$ cat config.mk
export PLATFORM = sky130hd
export DESIGN_NAME = sudc_ctl_flat
export DESIGN_NICKNAME = d
export VERILOG_FILES = /design/src/inc/sudc_pkg.sv /design/src/inc/sudc_if.sv /design/src/hw/sudc_ctl.sv /design/src/flat_wrapper.sv
export SDC_FILE = /design/constraint.sdc
export NUM_CORES = 1
export LEC_CHECK = 0
export BUFFER_PORTS_ARGS = -buffer_cell sky130_fd_sc_hd__buf_2
export CAP_MARGIN = 20
export CORE_ASPECT_RATIO = 1.2
export CORE_MARGIN = 2
export CORE_UTILIZATION = 48
export CTS_CLUSTER_DIAMETER = 100
export DETAILED_ROUTE_END_ITERATION = 10
export GPL_ROUTABILITY_DRIVEN = 0
export GPL_TIMING_DRIVEN = 0
export HOLD_SLACK_MARGIN = 0.08
export PLACE_DENSITY = 0.73
export SLEW_MARGIN = 15
export SYNTH_ARGS = -nofsm -noshare
export SYNTH_HDL_FRONTEND = slang
export SYNTH_SLANG_ARGS = --single-unit
$ cat constraint.sdc
create_clock -name clock -period 8.5 [get_ports clock]
set_clock_uncertainty 0.05 [all_clocks]
set_input_delay 0.85 -clock clock [delete_from_list [all_inputs] [get_ports clock]]
set_output_delay 0.85 -clock clock [all_outputs]
set_load 0.005 [all_outputs]
$ cat src/inc/sudc_pkg.sv
/*
  Constants shared by both ends of the up/down counter: widths, limits,
  timing figures, controller register map and controller states.
  Assumes a 100 MHz system clock shared by both ends.
*/
package sudc_pkg;

  // counter width and limits
  localparam int         CNT_W    = 4;
  localparam logic [3:0] BIN_MAX  = 4'hf;
  localparam logic [3:0] DEC_MAX  = 4'h9;
  localparam logic [3:0] CNT_ZERO = 4'h0;
  localparam logic [3:0] CNT_ONE  = 4'h1;

  // timing, in ns, and derived cycle counts (least times round up)
  localparam int CLK_PERIOD_NS    = 10;
  localparam int CLK_HALF_MIN_NS  = 25;
  localparam int CLK_HALF_MIN_CYC = (CLK_HALF_MIN_NS + CLK_PERIOD_NS - 1) / CLK_PERIOD_NS;
  localparam int LOAD_MIN_NS      = 35;
  localparam int LOAD_CYC         = (LOAD_MIN_NS + CLK_PERIOD_NS - 1) / CLK_PERIOD_NS;

  // controller command port
  localparam int ADDR_W = 8;
  localparam int DATA_W = 32;
  localparam int DIV_W  = 16;
  localparam int EV_W   = 2;

  localparam logic [7:0] CTRL_OFS   = 8'h00;
  localparam logic [7:0] DIV_OFS    = 8'h04;
  localparam logic [7:0] PRESET_OFS = 8'h08;
  localparam logic [7:0] COUNT_OFS  = 8'h0c;
  localparam logic [7:0] STATUS_OFS = 8'h10;
  localparam logic [7:0] MASK_OFS   = 8'h14;

  // field positions
  localparam int CTRL_RUN_BIT   = 0;
  localparam int CTRL_DOWN_BIT  = 1;
  localparam int CTRL_LOAD_BIT  = 2;
  localparam int CNT_TC_BIT     = 4;
  localparam int CNT_RIPPLE_BIT = 5;
  localparam int CNT_BUSY_BIT   = 6;
  localparam int EV_WRAP_BIT    = 0;
  localparam int EV_LOAD_BIT    = 1;

  // reset values
  localparam logic [15:0] DIV_RESET    = 16'h0005;
  localparam logic [3:0]  PRESET_RESET = 4'h0;

  // controller load sequencer
  typedef enum logic [2:0] {
    ST_IDLE = 3'b001,
    ST_WAIT = 3'b010,
    ST_LOAD = 3'b100
  } sudc_ctl_state_t;

endpackage : sudc_pkg

$ cat src/inc/sudc_if.sv
/*
  Pin bundle between the counter and its controlling logic.
  Assumes both ends run from the same system clock; the counting clock
  is an ordinary signal produced by the controller.
*/
`timescale 1ns/1ps
interface sudc_if;

  // controller to counter
  logic       cnt_clk;
  logic       cnt_en_n;
  logic       cnt_down;
  logic       load_n;
  logic [3:0] preset;

  // counter to controller
  logic [3:0] q;
  logic       max_min;
  logic       ripple_n;

  modport dev (
    input  cnt_clk,
    input  cnt_en_n,
    input  cnt_down,
    input  load_n,
    input  preset,
    output q,
    output max_min,
    output ripple_n
  );

  modport ctl (
    output cnt_clk,
    output cnt_en_n,
    output cnt_down,
    output load_n,
    output preset,
    input  q,
    input  max_min,
    input  ripple_n
  );

endinterface : sudc_if

$ cat src/hw/sudc_ctl.sv
/*
  Controlling logic for the up/down counter: command registers, counting
  clock divider, enable and direction timing, load pulse and interrupts.
  Assumes a plain command port on the system clock and the counter end
  joined through the pin bundle on the same clock.
*/
// Overview of operation
// - count only on rising edges while enabled
// - enable high holds the count
// - enable changes only during clock high
// - direction low counts up, high down
// - direction never changes while clock low
// - avoid clock, enable low, down during load
// - load low forces outputs to data
// - binary or eight-four-two-one decimal code
// - decimal wraps nine to zero and back
// - binary wraps fifteen to zero and back
// - terminal count high about one period
// - ripple strobe low during clock low
// - cascade ripple into enable or clock
// - one common clock for all flip-flops
`timescale 1ns/1ps
module sudc_ctl #(
  parameter int LOAD_CYCLES = sudc_pkg::LOAD_CYC
) (
  // system
  input  wire logic                        clock,
  input  wire logic                        rst,
  // command port
  input  wire logic [sudc_pkg::ADDR_W-1:0] addr,
  input  wire logic [sudc_pkg::DATA_W-1:0] wdata,
  input  wire logic                        wr,
  input  wire logic                        rd,
  output      logic [sudc_pkg::DATA_W-1:0] rdata,
  // interrupt
  output      logic                        irq,
  // pins toward the counter
  sudc_if.ctl                              pins
);

  localparam logic [15:0] HALF_MIN = 16'(sudc_pkg::CLK_HALF_MIN_CYC);
  localparam logic [7:0]  LOAD_END = 8'(LOAD_CYCLES - 1);

  logic                          run_reg;
  logic                          down_reg;
  logic                          load_req_reg;
  logic [15:0]                   div_reg;
  logic [3:0]                    preset_reg;
  logic [sudc_pkg::EV_W-1:0]     status_reg;
  logic [sudc_pkg::EV_W-1:0]     mask_reg;
  logic [sudc_pkg::EV_W-1:0]     events;
  logic [sudc_pkg::DATA_W-1:0]   rdata_reg;
  logic [15:0]                   half_cnt_reg;
  logic [15:0]                   half_len;
  logic                          tick;
  logic                          cclk_reg;
  logic                          en_n_reg;
  logic                          down_pin_reg;
  logic                          load_n_reg;
  logic [7:0]                    load_cnt_reg;
  logic                          ripple_prev_reg;
  logic                          high_safe;
  sudc_pkg::sudc_ctl_state_t     state_reg;

  // register writes; a load command is a one-shot request
  always_ff @(posedge clock or posedge rst) begin
    if (rst) begin
      run_reg      <= 1'b0;
      down_reg     <= 1'b0;
      load_req_reg <= 1'b0;
      div_reg      <= sudc_pkg::DIV_RESET;
      preset_reg   <= sudc_pkg::PRESET_RESET;
      mask_reg     <= '0;
    end else begin
      if (state_reg == sudc_pkg::ST_WAIT) begin
        load_req_reg <= 1'b0;
      end
      if (wr) begin
        if (addr == sudc_pkg::CTRL_OFS) begin
          run_reg  <= wdata[sudc_pkg::CTRL_RUN_BIT];
          down_reg <= wdata[sudc_pkg::CTRL_DOWN_BIT];
          if (wdata[sudc_pkg::CTRL_LOAD_BIT]) begin
            load_req_reg <= 1'b1;
          end
        end else if (addr == sudc_pkg::DIV_OFS) begin
          div_reg <= wdata[15:0];
        end else if (addr == sudc_pkg::PRESET_OFS) begin
          preset_reg <= wdata[3:0];
        end else if (addr == sudc_pkg::MASK_OFS) begin
          mask_reg <= wdata[sudc_pkg::EV_W-1:0];
        end
      end
    end
  end

  // half period never below the least clock width
  assign half_len = (div_reg < HALF_MIN) ? HALF_MIN : div_reg;
  assign tick     = (half_cnt_reg == 16'h0000);

  // counting clock divider, free running, idles high from reset
  always_ff @(posedge clock or posedge rst) begin
    if (rst) begin
      half_cnt_reg <= 16'h0000;
      cclk_reg     <= 1'b1;
    end else if (tick) begin
      half_cnt_reg <= half_len - 16'h0001;
      cclk_reg     <= ~cclk_reg;
    end else begin
      half_cnt_reg <= half_cnt_reg - 16'h0001;
    end
  end

  // safe to move enable or direction: clock high and not about to fall
  assign high_safe = cclk_reg & ~tick;

  // load sequencer: wait for clock high, disable, pulse load
  always_ff @(posedge clock or posedge rst) begin
    if (rst) begin
      state_reg    <= sudc_pkg::ST_IDLE;
      load_n_reg   <= 1'b1;
      load_cnt_reg <= 8'h00;
    end else begin
      case (state_reg)
        sudc_pkg::ST_IDLE: begin
          if (load_req_reg) begin
            state_reg <= sudc_pkg::ST_WAIT;
          end
        end
        sudc_pkg::ST_WAIT: begin
          if (high_safe) begin
            state_reg    <= sudc_pkg::ST_LOAD;
            load_n_reg   <= 1'b0;
            load_cnt_reg <= 8'h00;
          end
        end
        sudc_pkg::ST_LOAD: begin
          if (load_cnt_reg == LOAD_END) begin
            state_reg  <= sudc_pkg::ST_IDLE;
            load_n_reg <= 1'b1;
          end else begin
            load_cnt_reg <= load_cnt_reg + 8'h01;
          end
        end
        default: begin
          state_reg <= sudc_pkg::ST_IDLE;
        end
      endcase
    end
  end

  // enable and direction move only in the clock high phase;
  // enable is forced off for the whole load pulse
  always_ff @(posedge clock or posedge rst) begin
    if (rst) begin
      en_n_reg     <= 1'b1;
      down_pin_reg <= 1'b0;
    end else if (high_safe) begin
      if (state_reg == sudc_pkg::ST_IDLE && !load_req_reg) begin
        en_n_reg     <= ~run_reg;
        down_pin_reg <= down_reg;
      end else begin
        en_n_reg <= 1'b1;
      end
    end
  end

  // event capture: ripple fall and load completion
  always_ff @(posedge clock or posedge rst) begin
    if (rst) begin
      ripple_prev_reg <= 1'b1;
    end else begin
      ripple_prev_reg <= pins.ripple_n;
    end
  end

  always_comb begin
    events = '0;
    events[sudc_pkg::EV_WRAP_BIT] = ripple_prev_reg & ~pins.ripple_n;
    events[sudc_pkg::EV_LOAD_BIT] = (state_reg == sudc_pkg::ST_LOAD) &&
                                    (load_cnt_reg == LOAD_END);
  end

  // sticky status, write one to clear; a new event beats the clear
  always_ff @(posedge clock or posedge rst) begin
    if (rst) begin
      status_reg <= '0;
    end else if (wr && addr == sudc_pkg::STATUS_OFS) begin
      status_reg <= (status_reg & ~wdata[sudc_pkg::EV_W-1:0]) | events;
    end else begin
      status_reg <= status_reg | events;
    end
  end

  assign irq = |(status_reg & mask_reg);

  // read data valid only in the cycle after the strobe
  always_ff @(posedge clock or posedge rst) begin
    if (rst) begin
      rdata_reg <= '0;
    end else begin
      rdata_reg <= '0;
      if (rd) begin
        if (addr == sudc_pkg::CTRL_OFS) begin
          rdata_reg[sudc_pkg::CTRL_RUN_BIT]  <= run_reg;
          rdata_reg[sudc_pkg::CTRL_DOWN_BIT] <= down_reg;
          rdata_reg[sudc_pkg::CTRL_LOAD_BIT] <= load_req_reg;
        end else if (addr == sudc_pkg::DIV_OFS) begin
          rdata_reg[15:0] <= div_reg;
        end else if (addr == sudc_pkg::PRESET_OFS) begin
          rdata_reg[3:0] <= preset_reg;
        end else if (addr == sudc_pkg::COUNT_OFS) begin
          rdata_reg[3:0]                      <= pins.q;
          rdata_reg[sudc_pkg::CNT_TC_BIT]     <= pins.max_min;
          rdata_reg[sudc_pkg::CNT_RIPPLE_BIT] <= pins.ripple_n;
          rdata_reg[sudc_pkg::CNT_BUSY_BIT]   <= (state_reg != sudc_pkg::ST_IDLE);
        end else if (addr == sudc_pkg::STATUS_OFS) begin
          rdata_reg[sudc_pkg::EV_W-1:0] <= status_reg;
        end else if (addr == sudc_pkg::MASK_OFS) begin
          rdata_reg[sudc_pkg::EV_W-1:0] <= mask_reg;
        end
      end
    end
  end

  assign rdata         = rdata_reg;
  assign pins.cnt_clk  = cclk_reg;
  assign pins.cnt_en_n = en_n_reg;
  assign pins.cnt_down = down_pin_reg;
  assign pins.load_n   = load_n_reg;
  assign pins.preset   = preset_reg;

endmodule : sudc_ctl

$ cat src/flat_wrapper.sv
// flat-port wrapper written by rule: the top's interface ports become plain ports
module sudc_ctl_flat 
#(
  parameter int LOAD_CYCLES = sudc_pkg::LOAD_CYC
)
  (clock, rst, addr, wdata, wr, rd, rdata, irq, pins_cnt_clk, pins_cnt_en_n, pins_cnt_down, pins_load_n, pins_preset, pins_q, pins_max_min, pins_ripple_n);
  sudc_if pins_i ();
  input  wire logic clock;
  input  wire logic rst;
  input  wire logic [sudc_pkg::ADDR_W-1:0] addr;
  input  wire logic [sudc_pkg::DATA_W-1:0] wdata;
  input  wire logic wr;
  input  wire logic rd;
  output      logic [sudc_pkg::DATA_W-1:0] rdata;
  output      logic irq;
  output wire logic [$bits(pins_i.cnt_clk)-1:0] pins_cnt_clk;
  output wire logic [$bits(pins_i.cnt_en_n)-1:0] pins_cnt_en_n;
  output wire logic [$bits(pins_i.cnt_down)-1:0] pins_cnt_down;
  output wire logic [$bits(pins_i.load_n)-1:0] pins_load_n;
  output wire logic [$bits(pins_i.preset)-1:0] pins_preset;
  input wire logic [$bits(pins_i.q)-1:0] pins_q;
  input wire logic [$bits(pins_i.max_min)-1:0] pins_max_min;
  input wire logic [$bits(pins_i.ripple_n)-1:0] pins_ripple_n;
  assign pins_cnt_clk = pins_i.cnt_clk;
  assign pins_cnt_en_n = pins_i.cnt_en_n;
  assign pins_cnt_down = pins_i.cnt_down;
  assign pins_load_n = pins_i.load_n;
  assign pins_preset = pins_i.preset;
  assign pins_i.q = pins_q;
  assign pins_i.max_min = pins_max_min;
  assign pins_i.ripple_n = pins_ripple_n;
  sudc_ctl #(.LOAD_CYCLES(LOAD_CYCLES)) u_core (.clock(clock), .rst(rst), .addr(addr), .wdata(wdata), .wr(wr), .rd(rd), .rdata(rdata), .irq(irq), .pins(pins_i));
endmodule
# After elaboration in Yosys (flattened, before gate mapping)
# Index checks and enable logic that the tools add are counted.
dict set report totals {
  register_bits 75
  latch_bits 0
  mem_bits_rw 0
  mem_bits_ro 0
  in_bits 50
  out_inout_bits 41
  word_cells 93
  mem_count 0
}
dict set report op_classes {
  n_addsub 3
  mul 0
  div 0
  n_lt_le_gt_ge 1
  eq_ne 14
  n_shift 0
  mux 29
  bitwise_logic 14
  reduce_logical 16
}
# operator n
set ops {}
lappend ops {{$mux W16} 3}
lappend ops {{$sub A16 B1 Y16 const B} 2}
lappend ops {{$eq A8 B4 Y1 const B} 2}
lappend ops {{$eq A8 B5 Y1 const B} 2}
lappend ops {{$logic_not A16 Y1} 1}
lappend ops {{$lt A16 B2 Y1 const B} 1}
lappend ops {{$mux W8} 2}
lappend ops {{$pmux W8 S2} 1}
lappend ops {{$mux W3} 5}
lappend ops {{$mux W13} 1}
lappend ops {{$reduce_and A3 Y1} 4}
lappend ops {{$mux W9} 1}
lappend ops {{$pmux W3 S3} 1}
lappend ops {{$add A8 B1 Y8 const B} 1}
lappend ops {{$eq A8 B2 Y1 const B} 1}
lappend ops {{$eq A8 B3 Y1 const B} 1}
lappend ops {{$logic_not A8 Y1} 1}
lappend ops {{$mux W2} 4}
lappend ops {{$mux W1} 7}
lappend ops {{$mux W7} 1}
lappend ops {{$not A1 Y1} 7}
lappend ops {{$ne A2 B1 Y1 const B} 3}
lappend ops {{$mux W5} 1}
lappend ops {{$reduce_and A5 Y1} 1}
lappend ops {{17 further kinds} 23}

# Depth between registers and ports, before layout
# Gate-level depths: netlist (run 1).
dict set report depth {
  ltp_word 8
  depth_mapped 13
  mapped_depth_nobuf 11
}

# Worst setup path before layout (run 1)
# OpenSTA, ideal clock, no wires.
dict set report synth_timing {
  path_kind {reg-to-reg}
  startpoint {register u_core.half_cnt_reg[1]}
  endpoint {register u_core.half_cnt_reg[12]}
  setup_time_ns 0.126
  arrival_time_ns 3.243
  t_required_ns 8.324
  slack_ns 5.081
  path_stages_with_launch 14
  period_less_slack_ns 3.419
  path_cell_list {dfrtp_1 -> nor4_2 -> and4_1 -> buf_6 -> o211a_1 -> buf_2 -> inv_1 -> o21ai_0 -> ha_1 -> or3b_1 -> a211o_1 -> nand3b_1 -> a21bo_1 -> a221o_1}
}
dict set report synth_between {
  elab_chain_cells 2
  word_cells_on_any_way 3
  classes_between {1 x add/sub; 1 x mux; 1 x reduce/logical}
}
# element line_no
set synth_rtl {}
lappend synth_rtl {{start: declaration} sudc_ctl.sv:53} ;# logic [15:0] half_cnt_reg;
lappend synth_rtl {{start signal: assignment} sudc_ctl.sv:106} ;# half_cnt_reg <= half_len - 16'h0001;
lappend synth_rtl {{start signal: assignment} sudc_ctl.sv:109} ;# half_cnt_reg <= half_cnt_reg - 16'h0001;
lappend synth_rtl {{$sub A16 B1 Y16 / $logic_not A16 Y1 (equally long branches)} {sudc_ctl.sv:109, sudc_ctl.sv:98}}
lappend synth_rtl {{$mux W16 *} sudc_ctl.sv:105} ;# end else if (tick) begin
# Every way passes the cells marked *; elsewhere a longest branch is shown, timed or not.
# A chain may end at the register's enable or synchronous reset.

# Final worst setup path (run 1)
# Same ends and word-level chain as after synthesis.

==> run summary, run 1 <==
The flow ran to the end, and the final reports show no timing, DRC or antenna violations. The biggest cell delay along the critical path came out at about 0.46 ns. The clock passes through at most 2 buffers. The setup slack of the worst register-to-register path came out at between 4 and 5 ns.

The maximum clock frequency is roughly 0.26 GHz. The total I/O pin count is 91. The arithmetic-cell share of the synthesized area counting full adders, half adders and majority gates came out at less than 1%. The worst hold-check slack came out at 0.4087 ns. The largest fanout on the critical path is 10. The final number of max-transition violations came out at 0. The class of the tightest hold or removal check is input pin to async pin. The total stage count of the critical path came out at 13. The number of antenna diodes in the final layout is 0.

The total overflow reported by the global router is 0. For met2 alone, demand over resource in global routing was a little over a third. In this run the worst setup path begins at u_core.half_cnt_reg[1].

The total length of routed wires is around 8.4 mm. The global routing usage summed across all routing layers is 20.27%. The synthesis-to-layout area growth came out at 18.61%. The number of buffers and inverters on the critical path is 3. The post-route setup TNS came out at 0 ns. For the pin with the worst max-slew slack, the measured transition is 0.6711 ns. The CTS buffer count is 9. Walking the worst path, the cells encountered are nor4_2 -> and4_1 -> buf_6 -> o211a_1 -> buf_2 -> inv_1 -> o21ai_0 -> ha_1 -> or3b_1 -> a211o_1 -> nand3b_1 -> a21bo_1 -> a221o_1. The relative slew slack is 55.16%. The average cell area after synthesis came out at around 11 sq um.

The number of global-route vias before repair came out at about 2.9k. Among cell families on the critical path, the largest total delay comes from simple AND/OR/NAND/NOR gates. The most frequently used flop master after synthesis is dfrtp_1. The fraction of the mapped netlist area in simple logic gates is 21.20%. Counting flops with an async set or reset pin after synthesis yields a share of 100.0%.

In this run the critical register-to-register path is launched from u_core.half_cnt_reg[1]. The insertion delay to the later sink of the worst-skew pair came out at around 0.36 ns. The number of max-cap violations came out at 0. Once detail routing completed, the nets flagged for antenna violations numbered 0.

The number of detailed-route iterations in the first pass is 4. The clock tree root buffer cell is clkbuf_8. By area, the combinational part of the netlist is dominated by simple AND/OR/NAND/NOR gates. In this run, synthesis inferred 0 flip-flops with an integrated enable.

The number of antenna violations at the first check in global routing came to 0. The clock-pin transition on the worst setup and hold timing paths is 0.08 ns. The number of cells traversed by the worst register-to-register path came out at 13. In the final design database the tool counted 491 nets. The clock sink total is 75. The kind of start point of the critical path is a register. The worst register-to-register path ends at u_core.half_cnt_reg[12]. Setup repair after global routing left no endpoint under its margin.

The worst path uses a little under half of the clock period. For this design, the slowest cell found on the critical path is nor4_2. The violation count after the first detailed-routing iteration is ~190. The synthesized netlist devotes 10.63% of its cell area to compound gates. The detailed-route via count came out at ~3.0k. The routed length per instance came out at approximately 16 um.

The Yosys step of the flow raised 0 warnings. The switching part of the total came out at between 30% and 40%. The number of fill cells is about 660.

The share of synthesized area spent on multiplexers is between 10% and 20%. The standard cell core area is 0.007751 sq mm. At the worst endpoint, the arrival time is a little over 4 ns. The ratio of total power to cell area is between 200 and 250 mW/mm^2. The site row count came out at 35. The layout cell share with drive strength beyond 1 came out at between 30% and 40%. The effective utilization at floorplan came out at 49.96%.

The switching power came out at about 350 uW. The internal portion of the total power is between 700 and 800 uW. The global routing met3 resource utilization came out at under 10%. The total die area came out at between 0.008 and 0.009 sq mm. The xor and xnor fraction of the mapped netlist area is around 3.2%. The number of buffers added on ports is 57. The height of the chip is between 100 and 150 um. The half-perimeter wire length after placement came out at between 6 and 7 mm.

The number of instances resized during post-cts repair came out at 0. The most critical setup path has its endpoint at u_core.half_cnt_reg[12]. Setup violations remaining at the end of the flow were counted as 0.

The synthesized area is 0.003872 sq mm. The minimum period implied by the final worst setup slack came out at a little under 4 ns. The layer flagged by global routing as most heavily used is met2. The mean number of vias per cell is between 5 and 6. In this run, flip-flops and latches consume 45.8% of the power. The sequential share of the synthesized area came out at 48.69%. Synthesis produced ~360 cells.

The register bit total from synthesis is 75. The netlist uses between 70 and 80 different library cells. STA classifies the critical path endpoint as a register. The die width is 86.00 um. The number of remaining DRC errors came out at 0. The critical path class is register to register. The TritonCTS clock tree is yes.

VDD sags by at most around 150 uV. The first-pass GRT wire length is 13.71 mm. The leakage power came out at about 2.2 nW. The combinational share of power is about a quarter. The number of hold violations in the final report is 0. The maximum number of pins on one net before global-route repair came out at 51. The cts-stage hold buffer count is 0.

The required time of the worst setup path came out at slightly below 9 ns. The met1 track utilization from global routing came out at 24.11%. The number of levels the H-tree was split into came out at 3. Post-CTS timing repair inserted 0 buffers for setup.

The clock share of power is between 30% and 40%.
## synthesized netlist by cell type, drive strengths merged (3+ instances only)
cell type  instances  share of area, %
dfrtp             68                44
mux2              28               8.1
nor2              27               2.6
nand2             25               2.5
buf               22               4.0
a21oi             18               2.3
nor3              13               1.9
o21ai             12               1.6
and2              11               1.8
nor4              10               3.1
nand3              9               1.3
inv                8              0.78
nand4              8               1.7
xor2               8               1.8
dfstp              7               4.7
mux2i              7               1.8
xnor2              6               1.4
nand2b             5              0.81
nor2b              5              0.81
a211oi             4               1.1
a21o               4              0.81
a21boi             3              0.68
and3               3              0.48
clkbuf             3              0.29
nor3b              3              0.71
or2                3              0.48
## cell usage in the layout (no fill, tap or decap), types with 3 or more instances in the layout
| master | count |
|---|---|
| dfrtp_1 | 68 |
| buf_2 | 60 |
| nor2_1 | 27 |
| nand2_1 | 24 |
| mux2_2 | 22 |
| a21oi_1 | 18 |
| buf_4 | 16 |
| conb_1 | 16 |
| nor3_1 | 11 |
| and2_1 | 10 |
| clkbuf_8 | 10 |
| o21ai_0 | 9 |
| nand3_1 | 8 |
| xor2_1 | 8 |
| inv_1 | 7 |
| nand4_1 | 7 |
| mux2i_1 | 7 |
| dfstp_2 | 7 |
| mux2_1 | 6 |
| xnor2_1 | 6 |
| nor2b_1 | 5 |
| nor4_1 | 5 |
| nand2b_1 | 5 |
| clkbuf_1 | 3 |
| nor4_4 | 3 |
| a21o_1 | 3 |
| o21ai_1 | 3 |
| a211oi_1 | 3 |
| and3_1 | 3 |
## how the worst min path moves through the flow
stage | from | end | slack [ns] | depth (start not counted)
after detailed placement | u_core.pins.cnt_down | u_core.pins.cnt_down | 0.44 | 1
after global routing | rst | u_core.load_cnt_reg[3] | 0.43 | 2
after CTS | rst | u_core.load_cnt_reg[3] | 0.41 | 2
after global placement | u_core.ripple_prev_reg | u_core.status_reg[0] | 0.43 | 2
final | rst | u_core.load_cnt_reg[3] | 0.41 | 2
after floorplan | u_core.ripple_prev_reg | u_core.status_reg[0] | 0.42 | 2
## layout make-up
class	count	area [sq um]	share of cell area (%)
flip-flops and latches	75	1886	41.05
multi-input cells	262	1848	40.23
repair buffers	58	312.8	6.810
plain buffers	25	165.2	3.596
clock buffers	10	137.6	2.996
well taps	92	115.1	2.506
clock inverters	6	96.34	2.098
inverters	8	32.53	0.7083
## power by group through the flow
stage / clock network (mW) / registers [mW] / logic, mW
after global placement: 0 / 0.486 / 0.241
after floorplan: 0 / 0.474 / 0.191
after global routing: 0.339 / 0.490 / 0.279
after CTS: 0.324 / 0.481 / 0.254
after detailed placement: 0 / 0.488 / 0.252
final: 0.319 / 0.482 / 0.252
## cells by family after synthesis
| group | count (synthesis) |
|---|---|
| multiplexers | 36 |
| adder cells (fa/ha/maj) | 2 |
| XOR/XNOR | 14 |
| buffers and inverters | 33 |
| other | 1 |
| AO/OA/AOI/OAI | 60 |
| flip-flops | 75 |
| AND/OR/NAND/NOR | 134 |
## routing by layer
metal	share of wire [%]	wire length, um
met1	41	3462
met2	51	4256
met3	5.8	486
met4	2.2	182
met5	0	0
## stage by stage
stage / std cells / setup slack [ns] / util, % / area (sq um) / power [mW]
2_1_floorplan: 370 / 5.081 / - / 3929 / 0.6643
3_3_place_gp: 519 / 4.649 / 55.85 / 4329 / 0.7272
3_5_place_dp: 520 / 4.614 / 56.24 / 4359 / 0.7400
4_1_cts: 536 / 4.589 / 59.26 / 4593 / 1.059
5_1_grt: 536 / 4.352 / 59.26 / 4593 / 1.109
6_report: 536 / 4.584 / 59.26 / 4593 / 1.053
Note: power is estimated with default switching activity, not from simulation.
==> inputs of run 2 (changes only) <==
==> constraint.sdc (replaced) <==
create_clock -name clock -period 3.91 [get_ports clock]
set_clock_uncertainty 0.05 [all_clocks]
set_input_delay 0.391 -clock clock [delete_from_list [all_inputs] [get_ports clock]]
set_output_delay 0.391 -clock clock [all_outputs]
set_load 0.005 [all_outputs]
==> run 2 against run 1 <==
  * Maximum frequency increased by 5.1%
  * Final area increased by 0.74%
  * Critical endpoint unchanged
  * Utilization increased by 0.44 points
  * Largest power group unchanged
  * Critical path depth unchanged
  * Wire length increased by 1.7%
  * Sequential power increased by 120%
==> run summary, run 2 (synthesis results as in run 1) <==
Run status: complete, no violations (unchanged). The worst hold-check slack is 0.1105 ns (was 0.4087 ns). The utilization after layout was 59.69% (was 59.26%). The critical path endpoint category is a register (unchanged).

The instance count along the most critical hold path came out at 1. The number of antenna violations at the first check in global routing came to 0 (unchanged). The number of remaining DRC errors came to 0 (unchanged). The routed length per instance is 15.82 um (was 15.65 um).

The half-perimeter wire length after placement is 6.125 mm (unchanged). The effective utilization at floorplan came out at 49.96% (unchanged). The critical path class is register to register (unchanged). The class of the tightest hold or removal check is input pin to register (was input pin to async pin). The first-pass GRT wire length was 13.81 mm (was 13.71 mm).

The detailed-route via count is 2,993 (was 2,967). The post-route setup TNS came to 0 ns (unchanged). The total power consumption of the routed design came out at 2.321 mW (was 1.053 mW).

The arrival time of the worst setup path is 3.92 ns (was 4.11 ns). The share of the clock period used by the worst path is 95.27% (was 46.07%). The number of hold violations in the final report is 0 (unchanged). The largest fanout on the critical path came out at 10 (unchanged). The leakage power is 2.243 nW (was 2.227 nW). The maximum number of pins on one net before global-route repair came to 51 (unchanged). The required time of the worst setup path came to 4.10 ns (was 8.69 ns).

The CTS buffer count came out at 9 (unchanged). The clock-pin transition on the worst setup and hold timing paths came to 0.09 ns (was 0.08 ns). The total I/O pin count came out at 91 (unchanged). The slew of the pin with the lowest slew margin was 0.6711 ns (about the same). The final standard cell area without fillers is 0.004627 sq mm (was 0.004593 sq mm). The number of max-cap violations came out at 0 (unchanged). The total length of routed wires came out at 8.528 mm (was 8.388 mm).

The final setup violation count is 0 (unchanged). Top library cells by usage in the layout, fill and taps aside: dfrtp_1, buf_2, nor2_1 (unchanged). The number of cells traversed by the worst register-to-register path is 13 (unchanged). The number of global-route vias before repair is 2,929 (unchanged).

The relative slew slack is 55.17% (was 55.16%). The count of nets left with antenna violations after detail routing came to 0 (unchanged). The site row count was 35 (unchanged). The area of combinational cells with multiple inputs is 0.001857 sq mm (was 0.001848 sq mm). The violation count after the first detailed-routing iteration is 192 (was 189). The layout cell share with drive strength beyond 1 came out at 32.89% (was 32.66%). The final number of max-transition violations came out at 0 (unchanged).

The number of levels the H-tree was split into is 3 (unchanged). The total die area is 0.008805 sq mm (unchanged). The maximum clock frequency came out at 0.2685 GHz (was 0.2554 GHz). The global routing usage summed across all routing layers came out at 20.44% (was 20.27%).

The standard cell core area came out at 0.007751 sq mm (unchanged). The post-detailed-placement cell area is 0.004359 sq mm (unchanged). The number of buffers added on ports is 57 (unchanged).

The clock sink total was 75 (unchanged). The ratio of total power to cell area is 501.5 mW/mm^2 (was 229.2 mW/mm^2). The kind of start point of the critical path is a register (unchanged). The number of diodes came out at 0 (unchanged).

The maximum count of clock buffers along a single path is 2 (unchanged). The area of all sequential standard cells came to 0.001886 sq mm (unchanged). The total overflow reported by the global router is 0 (unchanged). The mean number of vias per cell was 5.553 (was 5.535). The die width is 86.00 um (unchanged). The synthesis-to-layout area growth is 19.48% (was 18.61%). The TritonCTS clock tree is yes (unchanged). The number of fill cells came to 666 (was 664). The commonest non-fill, non-tap cell in the layout is dfrtp_1 (unchanged). The minimum period implied by the final worst setup slack is 3.725 ns (was 3.916 ns).

The clock tree root buffer cell was clkbuf_8 (unchanged). The worst vdd rail ir drop is 316.3 uV (was 145.1 uV). The final net count is 494 (was 491). The insertion delay to the later sink of the worst-skew pair came out at 0.36 ns (about the same). The number of detailed-route iterations in the first pass is 4 (unchanged). The height of the chip came out at 102.4 um (unchanged).
[run 2: cell types whose count changed in the layout (fill, tap and decap cells not counted)]
cell and delta:
buf_4 +2, dlygate4sd3_1 +1, nor4_2 -1, nor4_4 +1, o21ai_0 -1, o21ai_1 +1
[run 2: cell type report]
| class | instances | area share, % |
|---|---|---|
| Inverter | 8 | 0.7031 |
| Clock buffer | 10 | 2.975 |
| Sequential cell | 75 | 40.75 |
| Buffer | 25 | 3.569 |
| Timing Repair Buffer | 61 | 7.301 |
| Tap cell | 92 | 2.488 |
| Clock inverter | 6 | 2.082 |
| Multi-Input combinational cell | 262 | 40.13 |
[run 2: final timing paths]
kind                                          from                       to  slack [ns]
min reg2reg                 u_core.ripple_prev_reg     u_core.status_reg[0]        0.44
min in group asynchronous                      rst   u_core.load_cnt_reg[3]        0.50
max reg2reg                u_core.half_cnt_reg[14]  u_core.half_cnt_reg[12]        0.19
max                        u_core.half_cnt_reg[14]  u_core.half_cnt_reg[12]        0.19
max in group asynchronous                      rst        u_core.div_reg[0]        2.70
min                                  pins_ripple_n   u_core.ripple_prev_reg        0.11
[run 2: repair_timing]
item                                    CTS  global route
hold buffers                              1             0
endpoints found under the setup margin    1             1
cloned                                    0             0
pin swaps                                 0             2
endpoints found under the hold margin    22             0
buffers inserted                          0             2
resized for setup                         1             1
[run 2: metal layers]
layer	vias up	GRT usage [%]	part of all wire (%)
li1	1419	-	-
met5	-	0	0
met4	0	9.402	2.3
met2	89	35.24	51
met3	17	4.685	5.0
met1	1468	24.27	42
[run 2: worst max-delay path, stage by stage (launching register included)]
cell,delay (ns)
dfrtp_1,0.44
nor4_4,0.35
and4_1,0.25
buf_6,0.13
o211a_1,0.13
buf_2,0.22
inv_1,0.07
o21ai_1,0.17
ha_1,0.25
or3b_1,0.41
a211o_1,0.39
nand3b_1,0.25
a21bo_1,0.22
a221o_1,0.28
[run 2: power by group]
part	internal [mW]	switching, mW	leakage (nW)
sequential	0.901	0.158	0.986
combinational	0.267	0.303	1.14
clock	0.384	0.308	0.115
[run 2: stage by stage]
step | std cells | worst slack, ns
floorplan | 370 | 0.4913
global placement | 519 | 0.05895
detailed placement | 520 | 0.02372
CTS | 537 | 0.06961
global route | 539 | -0.003974
finish | 539 | 0.1851
==> inputs of run 3 (changes only) <==
--- a/config.mk
+++ b/config.mk
@@ -5,17 +5,20 @@
 export SDC_FILE = /design/constraint.sdc
 export NUM_CORES = 1
 export LEC_CHECK = 0
+export ABC_AREA = 1
 export BUFFER_PORTS_ARGS = -buffer_cell sky130_fd_sc_hd__buf_2
 export CAP_MARGIN = 20
+export CELL_PAD_IN_SITES_DETAIL_PLACEMENT = 0
+export CELL_PAD_IN_SITES_GLOBAL_PLACEMENT = 1
 export CORE_ASPECT_RATIO = 1.2
 export CORE_MARGIN = 2
-export CORE_UTILIZATION = 48
+export CORE_UTILIZATION = 40
 export CTS_CLUSTER_DIAMETER = 100
 export DETAILED_ROUTE_END_ITERATION = 10
 export GPL_ROUTABILITY_DRIVEN = 0
 export GPL_TIMING_DRIVEN = 0
 export HOLD_SLACK_MARGIN = 0.08
-export PLACE_DENSITY = 0.73
+export PLACE_DENSITY_LB_ADDON = 0.1
 export SLEW_MARGIN = 15
 export SYNTH_ARGS = -nofsm -noshare
 export SYNTH_HDL_FRONTEND = slang
==> run 3 against run 2 <==
  * Wire length grew 7.2%
  * Power fell by 9.6%
  * Critical endpoint is now u_core.half_cnt_reg[10]
  * Via count increased by 7.3%
==> run summary, run 3 <==
The number of buffer and inverter stages on the critical path came out at 3 (unchanged). The capturing instance or port of the critical path was u_core.half_cnt_reg[10] (was u_core.half_cnt_reg[12]). The number of instances resized during post-cts repair came out at 0 (was 1). The critical path class is register to register (unchanged). Top library cells by usage in the layout, fill and taps aside: nand2_1, inv_1, dfrtp_1 (was dfrtp_1, buf_2, nor2_1).

The CTS buffer count is 9 (unchanged). The total overflow reported by the global router came to 0 (unchanged). The cell accounting for the most synthesized area is dfrtp_1 (unchanged). The commonest non-fill, non-tap cell in the layout is nand2_1 (was dfrtp_1). The proportion of power drawn by flip-flops and latches is 43.3% (was 45.6%).

The setup slack of the worst register-to-register path came out at 1.63 ns (was 0.19 ns). The most used routing layer in global routing was met2 (unchanged). The number of remaining DRC errors is 0 (unchanged). The routed length per instance came out at 13.14 um (was 15.82 um). The leakage power came out at 2.549 nW (was 2.243 nW).

The number of hold violations in the final report was 0 (unchanged). The register bit total from synthesis is 75 (unchanged). The clock tree root buffer cell is clkbuf_16 (was clkbuf_8).

The post-CTS setup buffer count came out at 0 (unchanged). The most frequently used flop master after synthesis is dfrtp_1 (unchanged). The layout cell share with drive strength beyond 1 came out at 23.21% (was 32.89%). The cell with the largest stage delay on the worst path is dfrtp_1 (unchanged).

The maximum count of clock buffers along a single path came to 2 (unchanged). The startpoint of the most critical register-to-register path is u_core.half_cnt_reg[13] (was u_core.half_cnt_reg[14]). The arrival time of the worst setup path came out at 2.45 ns (was 3.92 ns).

The share of the synthesized area in the top cell type is 43.12% (was 43.94%). The class of the tightest hold or removal check was input pin to register (unchanged). The clock share of power is 39.7% (was 29.8%). The die width is 94.67 um (was 86.00 um). The clock sink total was 75 (unchanged).

The cell with the most instances after synthesis is nand2_1 (was dfrtp_1). The cts-stage hold buffer count is 1 (unchanged). The global routing met3 resource utilization is 3.129% (was 4.685%). The number of max-cap violations came to 0 (unchanged). The number of diodes is 0 (unchanged).

The number of global-route vias before repair is 3,167 (was 2,929). The number of cells traversed by the worst register-to-register path is 14 (was 13). The number of detailed-route iterations in the first pass is 4 (unchanged). The ratio of total power to cell area came out at 439.5 mW/mm^2 (was 501.5 mW/mm^2). The most used cell along the critical path is nor2_4.

The effective utilization at floorplan came out at 41.26% (was 49.96%). The total die area came to 0.01068 sq mm (was 0.008805 sq mm). The number of antenna violations at the first check in global routing came to 0 (unchanged).

The first-pass GRT wire length is 15.28 mm (was 13.81 mm). The fraction of registers with async set or reset after synthesis was 100.0% (unchanged). The synthesized area is 0.003946 sq mm (was 0.003872 sq mm). The standard cell core area came to 0.009564 sq mm (was 0.007751 sq mm). Run status: complete, no violations (unchanged). The maximum clock frequency is 0.4391 GHz (was 0.2685 GHz). The cell family contributing the most delay on the critical path is simple AND/OR/NAND/NOR gates (unchanged).

Top cells by area in the synthesized netlist: dfrtp_1, nand2_1, inv_1 (was dfrtp_1, mux2_2, dfstp_2). The biggest cell delay along the critical path is 0.38 ns (was 0.44 ns). The share of the clock period used by the worst path came out at 58.25% (was 95.27%). The final number of max-transition violations came out at 0 (unchanged). The slew of the pin with the lowest slew margin came out at 0.5311 ns (was 0.6711 ns).

The total stage count of the critical path is 14 (was 13). The count of nets left with antenna violations after detail routing was 0 (unchanged). The area of combinational cells with multiple inputs is 0.001620 sq mm (was 0.001857 sq mm).

The count of unique library cells instantiated by Yosys came out at 42 (was 71). The detailed-route via count was 3,212 (was 2,993). The switching power is 598.2 uW (was 768.7 uW). The mean number of vias per cell came out at 4.615 (was 5.553). The number of flops mapped to enable cells by yosys is 0 (unchanged). The maximum number of pins on one net before global-route repair was 40 (was 51). The count of synthesis-stage warnings from yosys is 0 (unchanged). The height of the chip is 112.8 um (was 102.4 um).

The sequential share of the synthesized area is 47.78% (was 48.69%). The total power consumption of the routed design came out at 2.099 mW (was 2.321 mW). The final net count came out at 620 (was 494). The number of levels the H-tree was split into came out at 3 (unchanged). The half-perimeter wire length after placement came out at 6.953 mm (was 6.125 mm). The total I/O pin count came out at 91 (unchanged). Critical path cell sequence: nor2_1 -> nand2_1 -> nor2_4 -> nand2_4 -> buf_12 -> nor2_8 -> nor2_4 -> inv_1 -> ha_1 -> nand3_2 -> nor2_4 -> inv_1 -> o21ai_1 -> nand2_1 (was nor4_4 -> and4_1 -> buf_6 -> o211a_1 -> buf_2 -> inv_1 -> o21ai_1 -> ha_1 -> or3b_1 -> a211o_1 -> nand3b_1 -> a21bo_1 -> a221o_1). The insertion delay to the later sink of the worst-skew pair was 0.33 ns (was 0.36 ns). The clock-pin transition on the worst setup and hold timing paths is 0.06 ns (was 0.09 ns). The number of fill cells is 994 (was 666).

The met2 track utilization from global routing is 31.11% (was 35.24%). The post-route setup TNS came out at 0 ns (unchanged). The cell-internal power is 1.501 mW (was 1.552 mW). Top cells by count, synth: nand2_1, inv_1, dfrtp_1 (was dfrtp_1, nor2_1, nand2_1). The required time of the worst setup path came to 4.09 ns (was 4.10 ns).

The violation count after the first detailed-routing iteration came out at 105 (was 192). The number of buffers added on ports is 58 (was 57). The kind of start point of the critical path is a register (unchanged). The worst vdd rail ir drop is 241.1 uV (was 316.3 uV). The largest fanout on the critical path came out at 10 (unchanged). The critical path endpoint category is a register (unchanged). The average cell area after synthesis came out at 8.187 sq um (was 10.91 sq um).

The relative slew slack came out at 64.30% (was 55.17%). The synthesis-to-layout area growth is 21.02% (was 19.48%). The first element of the critical path was u_core.half_cnt_reg[13] (was u_core.half_cnt_reg[14]).

The met1 track utilization from global routing came out at 23.64% (was 24.27%). The endpoint of the lowest-slack register-to-register path is u_core.half_cnt_reg[10] (was u_core.half_cnt_reg[12]). The switching part of the total came to 28.50% (was 33.13%). The global routing usage summed across all routing layers was 18.61% (was 20.44%).

The synthesized instance count is 482 (was 355). The TritonCTS clock tree is yes (unchanged). The site row count is 39 (was 35). The combinational share of power is 17.0% (was 24.6%). The total length of routed wires is 9.143 mm (was 8.528 mm).

The minimum period implied by the final worst setup slack is 2.277 ns (was 3.725 ns). Setup repair after global routing left no endpoint under its margin. The final setup violation count is 0 (unchanged). The area of all sequential standard cells is 0.001886 sq mm (unchanged).
-- run 3: per-stage QoR --
stage | worst slack, ns | utilization, % | instances | cell area (sq um) | hold slack (ns)
after global placement | 0.5277 | 46.49 | 678 | 4447 | 0.4049
after global routing | 1.388 | 49.93 | 696 | 4776 | 0.1291
after detailed placement | 1.598 | 46.73 | 679 | 4469 | 0.4027
after floorplan | 1.571 | - | 497 | 4003 | 0.3455
final | 1.633 | 49.93 | 696 | 4776 | 0.1305
after CTS | 1.590 | 49.93 | 696 | 4776 | 0.1235
-- run 3: layout make-up --
type	count	share of cell area, %
Buffer	22	3.406
Clock inverter	4	1.048
Multi-Input combinational cell	311	33.93
Timing Repair Buffer	60	6.707
Tap cell	123	3.222
Clock buffer	12	5.161
Inverter	89	7.047
Sequential cell	75	39.48
-- run 3: routing by layer --
layer | share of wire (%) | up-vias | routed length, um
met5 | 0 | - | 0
met1 | 44 | 1499 | 4028
met4 | 1.6 | 0 | 150
met2 | 52 | 44 | 4735
met3 | 2.5 | 13 | 229
li1 | - | 1656 | -
-- run 3: worst min path at each step --
stage | startpoint | endpoint | cells after the start
final | pins_ripple_n | u_core.ripple_prev_reg | 1
after global routing | pins_ripple_n | u_core.ripple_prev_reg | 1
after CTS | pins_ripple_n | u_core.ripple_prev_reg | 1
after detailed placement | u_core.run_reg | u_core.pins.cnt_en_n | 1
after global placement | u_core.run_reg | u_core.pins.cnt_en_n | 1
after floorplan | pins_ripple_n | u_core.ripple_prev_reg | 0
-- run 3: logic make-up after synthesis --
| kind of cell | after synthesis | synth area share (%) |
|---|---|---|
| compound gates | 60 | 9.005 |
| xor+xnor | 12 | 2.854 |
| fa+ha+maj | 2 | 0.6340 |
| buf+inv | 111 | 12.59 |
| flops | 75 | 47.78 |
| other cells | 1 | 0.09503 |
| simple gates | 221 | 27.05 |
-- run 3: worst reg2reg max path, stage by stage (launching register included) --
cell and delay (ns):
dfrtp_1 0.38, nor2_1 0.12, nand2_1 0.10, nor2_4 0.23, nand2_4 0.12, buf_12 0.17, nor2_8 0.12, nor2_4 0.07
inv_1 0.08, ha_1 0.20, nand3_2 0.15, nor2_4 0.18, inv_1 0.06, o21ai_1 0.11, nand2_1 0.05
-- run 3: power by group through the flow --
stage | clock, mW | combinational, mW | sequential (mW)
6_report | 0.834 | 0.357 | 0.908
5_1_grt | 0.894 | 0.408 | 0.920
4_1_cts | 0.852 | 0.364 | 0.908
3_5_place_dp | 0 | 0.358 | 0.922
3_3_place_gp | 0 | 0.350 | 0.920
2_1_floorplan | 0 | 0.268 | 0.911
